$ cat src/logic/fls_pkg.sv
// Shared constants and types for the lock-bit command controller.
package fls_pkg;

    // ------------------------------------------------------------------
    // Widths and timing
    // ------------------------------------------------------------------
    localparam int ADDR_W        = 20;
    localparam int DATA_W        = 8;
    localparam int CLK_PERIOD_NS = 20;
    localparam int T_WE_NS       = 50;
    localparam int T_ACC_NS      = 85;
    localparam int T_REC_NS      = 20;
    localparam int T_WE_CYC      = (T_WE_NS + CLK_PERIOD_NS - 1) / CLK_PERIOD_NS;
    localparam int T_ACC_CYC     = (T_ACC_NS + CLK_PERIOD_NS - 1) / CLK_PERIOD_NS;
    localparam int T_REC_CYC     = (T_REC_NS + CLK_PERIOD_NS - 1) / CLK_PERIOD_NS;
    localparam logic [3:0] WE_LAST  = 4'(T_WE_CYC - 1);
    localparam logic [3:0] ACC_LAST = 4'(T_ACC_CYC - 1);
    localparam logic [3:0] REC_CYC  = 4'(T_REC_CYC);

    // ------------------------------------------------------------------
    // Command codes
    // ------------------------------------------------------------------
    localparam logic [7:0] CMD_LOCK_SETUP   = 8'h60;
    localparam logic [7:0] CMD_BLOCK_CONF   = 8'h01;
    localparam logic [7:0] CMD_MASTER_CONF  = 8'hf1;
    localparam logic [7:0] CMD_CLEAR_CONF   = 8'hd0;
    localparam logic [7:0] CMD_CLEAR_STATUS = 8'h50;
    localparam logic [7:0] CMD_READ_ARRAY   = 8'hff;

    // ------------------------------------------------------------------
    // Status byte bit positions
    // ------------------------------------------------------------------
    localparam int MACHINE_READY_BIT  = 7;
    localparam int LOCKCLEAR_ERR_BIT  = 5;
    localparam int LOCKSET_ERR_BIT    = 4;
    localparam int SUPPLY_LOW_BIT     = 3;
    localparam int DEVICE_PROTECT_BIT = 1;

    // ------------------------------------------------------------------
    // Types
    // ------------------------------------------------------------------
    typedef enum logic [1:0] {
        FLS_OP_SET_BLOCK  = 2'h0,
        FLS_OP_SET_MASTER = 2'h1,
        FLS_OP_CLEAR      = 2'h2
    } fls_op_t;

    typedef struct packed {
        fls_op_t             op;
        logic [ADDR_W-1:0]   addr;
        logic                override;
    } fls_req_t;

    typedef struct packed {
        logic                machine_ready_flag;
        logic                erase_lockclear_error_flag;
        logic                write_lockset_error_flag;
        logic                supply_low_flag;
        logic                device_protect_flag;
        logic                op_failed;
    } fls_res_t;

    typedef struct packed {
        logic                ce_n;
        logic                oe_n;
        logic                we_n;
        logic [ADDR_W-1:0]   addr;
        logic [DATA_W-1:0]   dq_o;
        logic                dq_oe;
    } fls_pins_t;

endpackage : fls_pkg

$ cat src/logic/fls_bus_cycle.sv
// One asynchronous write or read cycle on the flash pins.
`timescale 1ns/10ps
module fls_bus_cycle (
    input  wire logic                        ref_clk,
    input  wire logic                        srst,
    input  wire logic                        start,
    input  wire logic                        rd,
    input  wire logic [fls_pkg::ADDR_W-1:0]  addr,
    input  wire logic [fls_pkg::DATA_W-1:0]  wdata,
    input  wire logic [fls_pkg::DATA_W-1:0]  dq_i,
    output fls_pkg::fls_pins_t               pins,
    output logic                             idle,
    output logic                             done,
    output logic [fls_pkg::DATA_W-1:0]       rdata
);

    logic                      busy_q;
    logic                      rd_q;
    logic [3:0]                cnt_q;
    fls_pkg::fls_pins_t        pins_q;
    logic [fls_pkg::DATA_W-1:0] rdata_q;
    wire  [3:0]                strobe_last = rd_q ? fls_pkg::ACC_LAST : fls_pkg::WE_LAST;
    wire  [3:0]                total_last  = strobe_last + fls_pkg::REC_CYC;

    assign pins  = pins_q;
    assign idle  = !busy_q;
    assign done  = busy_q && (cnt_q == total_last);
    assign rdata = rdata_q;

    // ------------------------------------------------------------------
    // Strobe sequencing; data is held through recovery for hold time.
    // ------------------------------------------------------------------
    always_ff @(posedge ref_clk)
    begin
        if (srst)
        begin
            busy_q  <= 1'b0;
            rd_q    <= 1'b0;
            cnt_q   <= 4'h0;
            rdata_q <= 8'h00;
            pins_q  <= '{ce_n: 1'b1, oe_n: 1'b1, we_n: 1'b1, addr: '0, dq_o: 8'h00,
                         dq_oe: 1'b0};
        end
        else if (start && !busy_q)
        begin
            busy_q       <= 1'b1;
            rd_q         <= rd;
            cnt_q        <= 4'h0;
            pins_q.ce_n  <= 1'b0;
            pins_q.we_n  <= rd;
            pins_q.oe_n  <= !rd;
            pins_q.addr  <= addr;
            pins_q.dq_o  <= wdata;
            pins_q.dq_oe <= !rd;
        end
        else if (busy_q)
        begin
            cnt_q <= cnt_q + 4'h1;
            if (cnt_q == strobe_last)
            begin
                pins_q.ce_n <= 1'b1;
                pins_q.we_n <= 1'b1;
                pins_q.oe_n <= 1'b1;
                if (rd_q)
                begin
                    rdata_q <= dq_i;
                end
            end
            if (cnt_q == total_last)
            begin
                busy_q       <= 1'b0;
                pins_q.dq_oe <= 1'b0;
            end
        end
    end

endmodule : fls_bus_cycle

$ cat src/logic/fls_lock_host.sv
// Host controller that sets and clears flash lock-bits through the pins.
`timescale 1ns/10ps
module fls_lock_host (
    input  wire logic                        ref_clk,
    input  wire logic                        srst,
    input  wire logic                        req_valid,
    input  fls_pkg::fls_req_t                req,
    output logic                             req_ready,
    output logic                             done,
    output fls_pkg::fls_res_t                result,
    output logic                             lock_undefined,
    output fls_pkg::fls_pins_t               flash_pins,
    input  wire logic [fls_pkg::DATA_W-1:0]  flash_dq_i,
    input  wire logic                        ready_busy_output,
    input  wire logic                        protect_pin_mid,
    output logic                             protect_override_en
);

    // ------------------------------------------------------------------
    // Decoding helpers
    // ------------------------------------------------------------------
    function automatic logic [7:0] conf_code(input fls_pkg::fls_op_t op);
        unique case (op)
            fls_pkg::FLS_OP_SET_BLOCK:  conf_code = fls_pkg::CMD_BLOCK_CONF;
            fls_pkg::FLS_OP_SET_MASTER: conf_code = fls_pkg::CMD_MASTER_CONF;
            default:                    conf_code = fls_pkg::CMD_CLEAR_CONF;
        endcase
    endfunction : conf_code

    function automatic logic any_err(input logic [7:0] st);
        any_err = st[fls_pkg::LOCKCLEAR_ERR_BIT] | st[fls_pkg::LOCKSET_ERR_BIT]
                | st[fls_pkg::SUPPLY_LOW_BIT] | st[fls_pkg::DEVICE_PROTECT_BIT];
    endfunction : any_err

    function automatic logic op_err(input fls_pkg::fls_op_t op, input logic [7:0] st);
        op_err = (op == fls_pkg::FLS_OP_CLEAR) ? st[fls_pkg::LOCKCLEAR_ERR_BIT]
                                                : st[fls_pkg::LOCKSET_ERR_BIT];
    endfunction : op_err

    // ------------------------------------------------------------------
    // State and storage
    // ------------------------------------------------------------------
    typedef enum logic [2:0] {
        ST_IDLE    = 3'b000,
        ST_WAIT_PIN = 3'b001,
        ST_SETUP   = 3'b011,
        ST_CONF    = 3'b010,
        ST_POLL    = 3'b110,
        ST_CLRST   = 3'b111,
        ST_ARRAY   = 3'b101,
        ST_DONE    = 3'b100
    } fls_state_t;

    fls_state_t                 state_q;
    fls_state_t                 state_d;
    fls_pkg::fls_req_t          req_q;
    fls_pkg::fls_res_t          result_q;
    logic                       pend_q;
    logic                       done_q;
    logic                       undef_q;
    logic                       override_q;
    logic                       bus_idle;
    logic                       bus_done;
    logic [fls_pkg::DATA_W-1:0] bus_rdata;

    wire is_write  = (state_q == ST_SETUP) || (state_q == ST_CONF)
                   || (state_q == ST_CLRST) || (state_q == ST_ARRAY);
    wire poll_ok   = (state_q == ST_POLL) && ready_busy_output;
    wire bus_start = (is_write || poll_ok) && !pend_q && bus_idle;
    wire bus_rd    = (state_q == ST_POLL);
    wire st_ready  = bus_rdata[fls_pkg::MACHINE_READY_BIT];
    wire poll_end  = (state_q == ST_POLL) && bus_done && st_ready;
    wire [7:0] bus_wdata =
        (state_q == ST_SETUP) ? fls_pkg::CMD_LOCK_SETUP :
        (state_q == ST_CONF)  ? conf_code(req_q.op) :
        (state_q == ST_CLRST) ? fls_pkg::CMD_CLEAR_STATUS :
                                fls_pkg::CMD_READ_ARRAY;

    assign req_ready      = (state_q == ST_IDLE);
    assign done           = done_q;
    assign result         = result_q;
    assign lock_undefined = undef_q;
    assign protect_override_en = override_q;

    fls_bus_cycle fls_bus_cycle_i (
        .ref_clk (ref_clk),
        .srst    (srst),
        .start   (bus_start),
        .rd      (bus_rd),
        .addr    (req_q.addr),
        .wdata   (bus_wdata),
        .dq_i    (flash_dq_i),
        .pins    (flash_pins),
        .idle    (bus_idle),
        .done    (bus_done),
        .rdata   (bus_rdata)
    );

    // ------------------------------------------------------------------
    // Sequence control
    // ------------------------------------------------------------------
    always_comb
    begin
        state_d = state_q;
        unique case (state_q)
            ST_IDLE:     if (req_valid) state_d = ST_WAIT_PIN;
            ST_WAIT_PIN: if (!protect_pin_mid) state_d = ST_SETUP;
            ST_SETUP:   if (bus_done) state_d = ST_CONF;
            ST_CONF:    if (bus_done) state_d = ST_POLL;
            ST_POLL:    if (poll_end) state_d = any_err(bus_rdata) ? ST_CLRST : ST_ARRAY;
            ST_CLRST:   if (bus_done) state_d = ST_ARRAY;
            ST_ARRAY:   if (bus_done) state_d = ST_DONE;
            ST_DONE:    state_d = ST_IDLE;
        endcase
    end

    always_ff @(posedge ref_clk)
    begin
        if (srst)
        begin
            state_q <= ST_IDLE;
            pend_q  <= 1'b0;
        end
        else
        begin
            state_q <= state_d;
            pend_q  <= bus_done ? 1'b0 : (pend_q | bus_start);
        end
    end

    // ------------------------------------------------------------------
    // Request capture, override drive and result reporting
    // ------------------------------------------------------------------
    always_ff @(posedge ref_clk)
    begin
        if (srst)
        begin
            req_q      <= '{op: fls_pkg::FLS_OP_SET_BLOCK, addr: '0, override: 1'b0};
            override_q <= 1'b0;
        end
        else if (req_valid && req_ready)
        begin
            req_q      <= req;
            override_q <= req.override;
        end
        else if (state_q == ST_DONE)
        begin
            override_q <= 1'b0;
        end
    end

    always_ff @(posedge ref_clk)
    begin
        if (srst)
        begin
            result_q <= '0;
            done_q   <= 1'b0;
            undef_q  <= 1'b0;
        end
        else
        begin
            done_q <= (state_q == ST_ARRAY) && bus_done;
            if (poll_end)
            begin
                result_q.machine_ready_flag         <= 1'b1;
                result_q.erase_lockclear_error_flag <= bus_rdata[fls_pkg::LOCKCLEAR_ERR_BIT];
                result_q.write_lockset_error_flag   <= bus_rdata[fls_pkg::LOCKSET_ERR_BIT];
                result_q.supply_low_flag            <= bus_rdata[fls_pkg::SUPPLY_LOW_BIT];
                result_q.device_protect_flag        <= bus_rdata[fls_pkg::DEVICE_PROTECT_BIT];
                result_q.op_failed                  <= op_err(req_q.op, bus_rdata);
                if (req_q.op == fls_pkg::FLS_OP_CLEAR)
                begin
                    undef_q <= bus_rdata[fls_pkg::LOCKCLEAR_ERR_BIT];
                end
            end
        end
    end
endmodule : fls_lock_host

$ cat config.mk
export PLATFORM = sky130hd
export DESIGN_NAME = fls_lock_host
export DESIGN_NICKNAME = d
export VERILOG_FILES = /design/src/logic/fls_pkg.sv /design/src/logic/fls_bus_cycle.sv /design/src/logic/fls_lock_host.sv
export SDC_FILE = /design/constraint.sdc
export NUM_CORES = 1
export LEC_CHECK = 0
export BUFFER_PORTS_ARGS = -buffer_cell sky130_fd_sc_hd__buf_2
export CAP_MARGIN = 15
export CORE_ASPECT_RATIO = 0.6
export CORE_MARGIN = 4
export CORE_UTILIZATION = 35
export CTS_CLUSTER_DIAMETER = 200
export DETAILED_ROUTE_END_ITERATION = 12
export PLACE_DENSITY_LB_ADDON = 0.15
export SLEW_MARGIN = 20
export SYNTH_ARGS = -nofsm -noshare
export SYNTH_HDL_FRONTEND = slang
export SYNTH_SLANG_ARGS = --single-unit
$ cat constraint.sdc
create_clock -name ref_clk -period 2.1 [get_ports ref_clk]
set_input_delay 0.105 -clock ref_clk [delete_from_list [all_inputs] [get_ports ref_clk]]
set_output_delay 0.105 -clock ref_clk [all_outputs]
set_load 0.03 [all_outputs]
# After elaboration in Yosys (flattened, before gate mapping)
# Cells that the tools add are included.
[word_totals] wordCells=103 inputBits=36 regBits=81 out_inout_bits=42
[classes] n_eq_ne=18 n_mux=26 bitwise=5 addsub=2 reduce_logical=29
[ops] cell="$mux 3" count=11
[ops] cell="$mux 8" count=3
[ops] cell="$pmux 3 s8" count=1
[ops] cell="$pmux 8 s2" count=1
[ops] cell="$ne 2x2->1 const B" count=7
[ops] cell="$eq 3x3->1 const B" count=4
[ops] cell="$logic_and 1x1->1" count=9
[ops] cell="$mux 1" count=9
[ops] cell="$add 4x1->4 const B" count=2
[ops] cell="$eq 4x4->1" count=2
[ops] cell="$reduce_bool 2->1" count=4
[ops] cell="$reduce_and 7->1" count=1
[ops] cell="$eq 3x2->1 const B" count=2
[ops] cell="$reduce_and 2->1" count=3
[ops] cell="$logic_or 1x1->1" count=4
[ops] cell="$or 1x1->1" count=4
[ops] cell="$reduce_and 4->1" count=1
[ops] cell="$reduce_or 2->1" count=2
[ops] cell="$eq 3x1->1 const B" count=1
[ops] cell="$logic_not 1->1" count=3
[ops] cell="$logic_not 3->1" count=1
[ops] cell="$eq 2x1->1 const B" count=1
[ops] cell="$eq 2x2->1 const B" count=1
[ops] cell="$logic_not 2->1" count=1
[ops] cell="2 further kinds" count=2

# Logic depth before layout (Yosys ltp)
# Gate-level depths: netlist of the first run.
[depth] depth_word=10 ltp_mapped=6

# Modules after synthesis
# A second synthesis of the first run with hierarchy kept.
[hier_totals] cells_unflattened=398 area_unflattened_um2=3261.9
[modules_own_cells] mod="fls_bus_cycle" cells_each=216 area_each_um2=1795.5 n_inst=1
[modules_own_cells] mod="fls_lock_host" cells_each=182 area_each_um2=1466.4 n_inst=1

# Worst setup path after synthesis of the first run
# No wires, ideal clock.
[synth_path] path_type="register to register" startpoint="register state_q[0]" endpoint="register req_q[20] (netlist name)" setup_ns=0.071 arrival_time_ns=1.852 period_less_slack_ns=1.922 required_time_ns=2.029 stages_incl_launch_ff=7 setup_slack_ns=0.178 path_cell_list="dfxtp_1 -> nor3_1 -> and2_1 -> clkbuf_1 -> buf_2 -> nand2_1 -> a21oi_1"
[synth_via] elab_chain_cells=2
[synth_rtl] item="from (decl)" line_no="fls_lock_host.sv:54" source="fls_state_t state_q;"
[synth_rtl] item="from (signal assigned)" line_no="fls_lock_host.sv:126" source="state_q <= state_d;"
[synth_rtl] item="$logic_not 3->1" line_no="fls_lock_host.sv:79" source="assign req_ready = (state_q == ST_IDLE);"
[synth_rtl] item="named net req_ready" line_no="fls_lock_host.sv:8" source="output logic req_ready,"
[synth_rtl] item="$logic_and 1x1->1" line_no="fls_lock_host.sv:141" source="else if (req_valid && req_ready)"
[synth_rtl] item="to (signal assigned)" line_no="fls_lock_host.sv:138" source="req_q <= '{op: fls_pkg::FLS_OP_SET_BLOCK, addr: '0, override: 1'b0};"
[synth_rtl] item="to (signal assigned)" line_no="fls_lock_host.sv:143" source="req_q <= req;"
[synth_rtl] item="to (decl)" line_no="fls_lock_host.sv:56" source="fls_pkg::fls_req_t req_q;"
# The timed path passes the listed nets, and every way through them passes these cells.
# A chain may end at the register's enable or synchronous reset.

# Worst setup path after layout of the first run
[layout_path] startpoint="register fls_bus_cycle_i.cnt_q[1]" endpoint="register undef_q, in the netlist lock_undefined"
[layout_via] elab_chain_cells=5
[layout_rtl] item="from (decl)" line_no="fls_bus_cycle.sv:19" source="logic [3:0] cnt_q;"
[layout_rtl] item="from (signal assigned)" line_no="fls_bus_cycle.sv:58" source="cnt_q <= cnt_q + 4'h1;"
[layout_rtl] item="$eq 4x4->1" line_no="fls_bus_cycle.sv:27" source="assign done = busy_q && (cnt_q == total_last);"
[layout_rtl] item="$logic_and 1x1->1" line_no="fls_bus_cycle.sv:27"
[layout_rtl] item="$logic_and 1x1->1 (2 in series)" line_no="fls_lock_host.sv:72" source="wire poll_end = (state_q == ST_POLL) && bus_done && st_ready;"
[layout_rtl] item="$reduce_and 2->1 (no line)"
[layout_rtl] item="to (signal assigned)" line_no="fls_lock_host.sv:173" source="undef_q <= bus_rdata[fls_pkg::LOCKCLEAR_ERR_BIT];"
[layout_rtl] item="to (decl)" line_no="fls_lock_host.sv:60" source="logic undef_q;"
# Every way passes these cells.

==> impl_metrics.csv, run 1 <==
group,metric,value,unit
status,status,"finished, final reports clean",
timing,hold_viol,0,
global_routing,grt_pass1_wl,13200,um
timing,slew_violations,0,
clock_network,clk_latency,0.33,ns
die,coreArea,0.00810,mm^2
timing,hold-worst-slack,0.0102,ns
global_routing,grt.overflow.total,0,
timing,rsz0062_at_grt,"false",
global_routing,grt_pass1_vias,2591,
timing,setup_slack,0.268,ns
setup_path,critPathMaxFanout,9,
clock_network,cts_tree,"yes",
die,ios,78,
placed_design,place_inst,525,
clock_network,cts.sinks,76,
logic_synthesis,netlist_instances,359,
final_layout,layout_common_cells,"dfxtp_1, buf_2, a21oi_1",
timing,tns,0,ns
final_layout,final_cells,543,
setup_path,cp_top_family,"compound AO/OA/AOI/OAI gates",
placed_design,detailed_place_hpwl,5700,um
timing,setup_viol,0,
logic_synthesis,synth.area.top_cells,"dfxtp_1, a21oi_1, nand2_1",
clock_network,cts-hold-fix-buffers,2,
final_layout,num-nets-final,467,
setup_path,slowest_stage,"a211oi_4",
power,leakage,0.00157,uW
final_layout,area_delta_synth_final,27.8,%
setup_path,critical_path.max_stage_delay,0.52,ns
setup_path,crit_path_start_kind,"register",
clock_network,clockRootBuffer,"clkbuf_16",
detailed_routing,viasPerCell,5.16,
die,rows,25,
logic_synthesis,synthDistinctLibCells,40,
setup_path,path_cells,"or3b_1 -> a211oi_4 -> a21oi_1 -> a41o_1",
detailed_routing,drtPass1Iterations,5,
logic_synthesis,synthArstFlopShare,0,
clock_network,cts_resized,0,
final_layout,seq_area,0.00152,mm^2
final_layout,antenna_cells,0,
timing,max_slew.worst_pin.slew,0.510,ns
logic_synthesis,syn_nets,396,
clock_network,cts_buffers,9,
setup_path,critical_path_arrival,2.06,ns
logic_synthesis,yosysTopAreaCellShare,0.506,
final_layout,final_layout_size_suffix_gt1_frac,0.248,
power,power_density,937,mW/mm^2
final_layout,final_util,0.475,
setup_path,path_buf_inv,0,
run,drv_cap,0,
global_routing,antenna_found_initial,0,
placed_design,place.gp.congestion,0.792,
die,dieArea,0.0102,mm^2
logic_synthesis,synth-edff-count,0,
logic_synthesis,syn_area,0.00301,mm^2
logic_synthesis,ys_seq_area_frac,0.506,
timing,period_minus_slack,1.83,ns
detailed_routing,vias,2803,
final_layout,final_common_cell,"dfxtp_1",
worst_hold_path,hold_path.class,"input port to register",
setup_path,end_kind,"register",
timing,clock_skew,0.00644,ns
die,start_util,0.371,
power,peakVddDrop,0.000395,V
clock_network,clk_path_buf_depth,2,
timing,finalCritPeriodShare,0.872,
global_routing,grt_use_total,0.167,
final_layout,multiInputGateArea,0.00133,mm^2
clock_network,post_cts_buffers,0,
clock_network,htreeDepth,3,
timing,fmax,546,MHz
detailed_routing,drcViolationCount,0,
detailed_routing,drt_iter0_markers,201,
logic_synthesis,ys_warn_count,0,
logic_synthesis,ys_dominant_reg_cell,"dfxtp_1",
clock_network,path_clk_slew,0.05,ns
detailed_routing,antenna_left,0,
setup_path,crit_type,"register to register",
detailed_routing,drt_wl_total,8130,um
detailed_routing,wl_per_cell,15.0,um
die,die_x,128,um
final_layout,fillers,815,
placed_design,io_buffers,74,
logic_synthesis,synth_area_leader_cell,"dfxtp_1",
logic_synthesis,syn_avg_cell_area,8.38,um^2
placed_design,dpl_worst_slack,0.268,ns
logic_synthesis,synth-seq-cells,76,
global_routing,grt_max_degree,49,
setup_path,cp.required,2.32,ns
die,die_h,79.8,um
timing,slew_headroom,0.659,
logic make-up (layout without fill, tap and decap cells):
group,after synthesis,count (layout),synth area share
AND/OR/NAND/NOR,127,127,0.189
buffers and inverters,37,113,0.0553
flip-flops,76,76,0.506
multiplexers,11,11,0.0366
XOR/XNOR,2,2,0.00582
AO/OA/AOI/OAI,105,105,0.203
adder cells (fa/ha/maj),1,1,0.00416
layer usage:
| metal | track usage | routed length (um) | vias to the layer above |
|---|---|---|---|
| met5 | 0 | 0 | - |
| met4 | 0.0583 | 116 | 0 |
| met3 | 0.0595 | 569 | 10 |
| met1 | 0.238 | 4210 | 1327 |
| met2 | 0.229 | 3230 | 78 |
| li1 | - | - | 1388 |
Yosys cell counts (2+ instances only):
| library cell | number |
|---|---|
| nor2_1 | 25 |
| a31oi_1 | 2 |
| a211oi_1 | 6 |
| nor2b_1 | 3 |
| buf_1 | 3 |
| nand3_1 | 25 |
| clkbuf_1 | 20 |
| inv_1 | 5 |
| a22oi_1 | 4 |
| nand3b_1 | 2 |
| a21oi_1 | 55 |
| dfxtp_1 | 76 |
| buf_2 | 4 |
| mux2i_1 | 11 |
| a41o_1 | 2 |
| buf_6 | 2 |
| nor4_1 | 5 |
| buf_4 | 2 |
| nor3_1 | 8 |
| nand2_1 | 53 |
| o21ai_0 | 25 |
| a311oi_1 | 2 |
| a21o_1 | 2 |
worst register-to-register path, cell delays in order, from the launching register on:
cell and delay, ns:
dfxtp_1 0.38, or3b_1 0.48, a211oi_4 0.52, a21oi_1 0.13
a41o_1 0.22
through the flow:
stage	power [uW]	instance area [um^2]
global placement	1920	3490
floorplan	1800	3010
finish	3600	3840
CTS	3640	3840
detailed placement	1930	3490
global route	3750	3840
report_power, final:
part | switching (uW) | leakage (uW) | total [uW] | internal, uW
Combinational | 238 | 0.000790 | 362 | 124
Clock | 565 | 0.000162 | 1700 | 1140
Sequential | 39.1 | 0.000618 | 1540 | 1500
Total | 842 | 0.00157 | 3600 | 2760
registers in the layout, summed over array words and instances (netlist names), 2 cells and up, named ones only:
name	cells
state_q	2
fls_bus_cycle_i.pins	30
fls_bus_cycle_i.cnt_q	4
req_q	22
fls_bus_cycle_i.rdata	5
result	6
layout make-up:
type,instances,share of cell area
flip-flops and latches,76,0.396
clock buffers,13,0.0703
inverters,6,0.00586
well taps,108,0.0351
repair buffers,91,0.131
multi-input cells,246,0.345
clock inverters,3,0.0176
worst paths after layout:
path | slack (ns) | from | depth (start not counted) | end
hold / removal | 0.01 | req[6] | 3 | req_q[6]$_SDFFE_PP0P_
setup reg to reg | 0.27 | fls_bus_cycle_i.cnt_q[1]$_SDFFE_PP0P_ | 4 | lock_undefined$_SDFFE_PP0P_
setup / recovery | 0.27 | fls_bus_cycle_i.cnt_q[1]$_SDFFE_PP0P_ | 4 | lock_undefined$_SDFFE_PP0P_
hold reg to reg | 0.45 | req_q[20]$_SDFFE_PP0P_ | 2 | req_q[20]$_SDFFE_PP0P_
No activity file was read; power rests on OpenSTA's default activity.
==> inputs of run 2 (changes only) <==
==> constraint.sdc (replaced) <==
create_clock -name ref_clk -period 2.25 [get_ports ref_clk]
set_input_delay 0.1125 -clock ref_clk [delete_from_list [all_inputs] [get_ports ref_clk]]
set_output_delay 0.1125 -clock ref_clk [all_outputs]
set_load 0.03 [all_outputs]
==> impl_metrics.csv, run 2 (synthesis gave the netlist of run 1 again) <==
group,metric,value,unit
setup_path,r2r_cells,6,
global_routing,grt.busiest_layer,"met2",
global_routing,grt_pass1_wl,13000,um
worst_hold_path,whs_path_depth,3,
setup_path,critical_path_arrival,2.18,ns
placed_design,io_buffers,74,
timing,slew_headroom,0.547,
final_layout,final_common_cell,"dfxtp_1",
die,dieArea,0.0102,mm^2
power,report.power.total,3220,uW
setup_path,r2r-end,"fls_bus_cycle_i.pins[16]$_SDFFE_PP0P_",
setup_path,crit_type,"register to register",
die,die_x,128,um
timing,max_slew.worst_pin.slew,0.679,ns
global_routing,grt_use_met3,0.0722,
clock_network,clockRootBuffer,"clkbuf_16",
die,die_h,79.8,um
timing,setup_viol,0,
global_routing,grt.overflow.total,0,
global_routing,antenna_found_initial,0,
worst_hold_path,holdCritStartpoint,"req[20]",
clock_network,cts_resized,0,
clock_network,clk_latency,0.34,ns
worst_hold_path,hold_path.class,"input port to register",
timing,hold_viol,0,
status,status,"finished, final reports clean",
detailed_routing,wl_per_cell,14.9,um
timing,fmax,520,MHz
clock_network,htreeDepth,3,
timing,hold-worst-slack,0.0113,ns
final_layout,area_delta_synth_final,26.5,%
die,start_util,0.371,
timing,slew_violations,0,
setup_path,cp.required,2.51,ns
detailed_routing,viasPerCell,5.06,
detailed_routing,antenna_left,0,
final_layout,layout_common_cells,"dfxtp_1, buf_2, a21oi_1",
timing,finalCritPeriodShare,0.854,
final_layout,largest_reg_flops,30,
detailed_routing,drt_iter0_markers,181,
setup_path,end_kind,"register",
timing,clock_skew,0.00486,ns
timing,period_minus_slack,1.92,ns
final_layout,antenna_cells,0,
clock_network,cts_tree,"yes",
setup_path,critPathMaxFanout,14,
clock_network,path_clk_slew,0.06,ns
detailed_routing,drt_wl_total,8090,um
power,power_density,845,mW/mm^2
clock_network,post_cts_buffers,0,
setup_path,reg2reg_slack,0.33,ns
placed_design,detailed_place_hpwl,5590,um
timing,rsz0062_at_grt,"false",
clock_network,cts_buffers,9,
clock_network,cts.sinks,76,
worst_hold_path,hold_path_end,"req_q[20]$_SDFFE_PP0P_",
global_routing,met1_usage,0.229,
run,drv_cap,0,
die,ios,78,
final_layout,num-nets-final,465,
global_routing,grt_use_total,0.164,
placed_design,place.gp.congestion,0.820,
global_routing,grt_pass1_vias,2531,
detailed_routing,drtPass1Iterations,4,
die,coreArea,0.00810,mm^2
global_routing,met2_usage,0.230,
die,rows,25,
detailed_routing,vias,2740,
detailed_routing,drcViolationCount,0,
global_routing,grt_max_degree,58,
setup_path,crit_path_start_kind,"register",
power,peakVddDrop,0.000388,V
final_layout,final_layout_size_suffix_gt1_frac,0.247,
power,leakage,0.00155,uW
clock_network,clk_path_buf_depth,2,
clock_network,cts-hold-fix-buffers,1,
timing,tns,0,ns
[run 2: cell types whose count changed in the layout (fill, tap and decap cells not counted)]
cell        change
clkbuf_8        -2
clkbuf_1        -1
clkinv_4        +1
clkinvlp_4      +1
clkinv_2        +2
buf_12          +1
bufinv_16       -1
buf_4           -3
[run 2: cell type report]
type | instances | area [um^2]
Multi-Input combinational cell | 246 | 1330
Inverter | 6 | 22.5
Timing Repair Buffer | 89 | 500
Clock inverter | 6 | 63.8
Clock buffer | 10 | 239
Sequential cell | 76 | 1520
Tap cell | 108 | 135
Fill cell | 836 | 4290
[run 2: where the power goes]
group / leakage [uW] / internal [uW] / switching, uW
Sequential: 0.000618 / 1400 / 35.7
Combinational: 0.000786 / 115 / 223
Clock: 0.000144 / 886 / 558
Total: 0.00155 / 2400 / 817
[run 2: metal layers]
layer / part of all wire / vias to the layer above
li1: - / 1395
met4: 0.0058 / 0
met5: 0 / -
met1: 0.50 / 1259
met2: 0.42 / 81
met3: 0.079 / 5
[run 2: worst max-delay path: stages, from the launching register on]
cell and delay (ns):
dfxtp_1 0.36, buf_4 0.18, and3b_1 0.20, a21oi_2 0.52
buf_4 0.31, o21ai_0 0.09, a21oi_1 0.18
[run 2: through the flow]
stage | std cells | setup slack, ns | util | cell area, um^2
global route | 541 | 0.192 | 0.470 | 3810
floorplan | 359 | 0.328 | - | 3010
CTS | 540 | 0.319 | 0.469 | 3800
detailed placement | 523 | 0.338 | 0.430 | 3480
global placement | 523 | 0.392 | 0.430 | 3480
finish | 541 | 0.329 | 0.470 | 3810
[run 2: worst max-delay path by stage]
stage          slack, ns  depth (start not counted)                     from                                     to
3_5_place_dp        0.34                          6                 register  fls_bus_cycle_i.pins[16]$_SDFFE_PP0P_
2_1_floorplan       0.33                          6  state_q[0]$_SDFFE_PP0P_                 req_q[20]$_SDFFE_PP0P_
5_1_grt             0.19                          6                 register  fls_bus_cycle_i.pins[23]$_SDFFE_PP0P_
6_report            0.33                          6                 register  fls_bus_cycle_i.pins[16]$_SDFFE_PP0P_
3_3_place_gp        0.39                          6                 register  fls_bus_cycle_i.pins[21]$_SDFFE_PP0P_
4_1_cts             0.32                          6                 register  fls_bus_cycle_i.pins[16]$_SDFFE_PP0P_
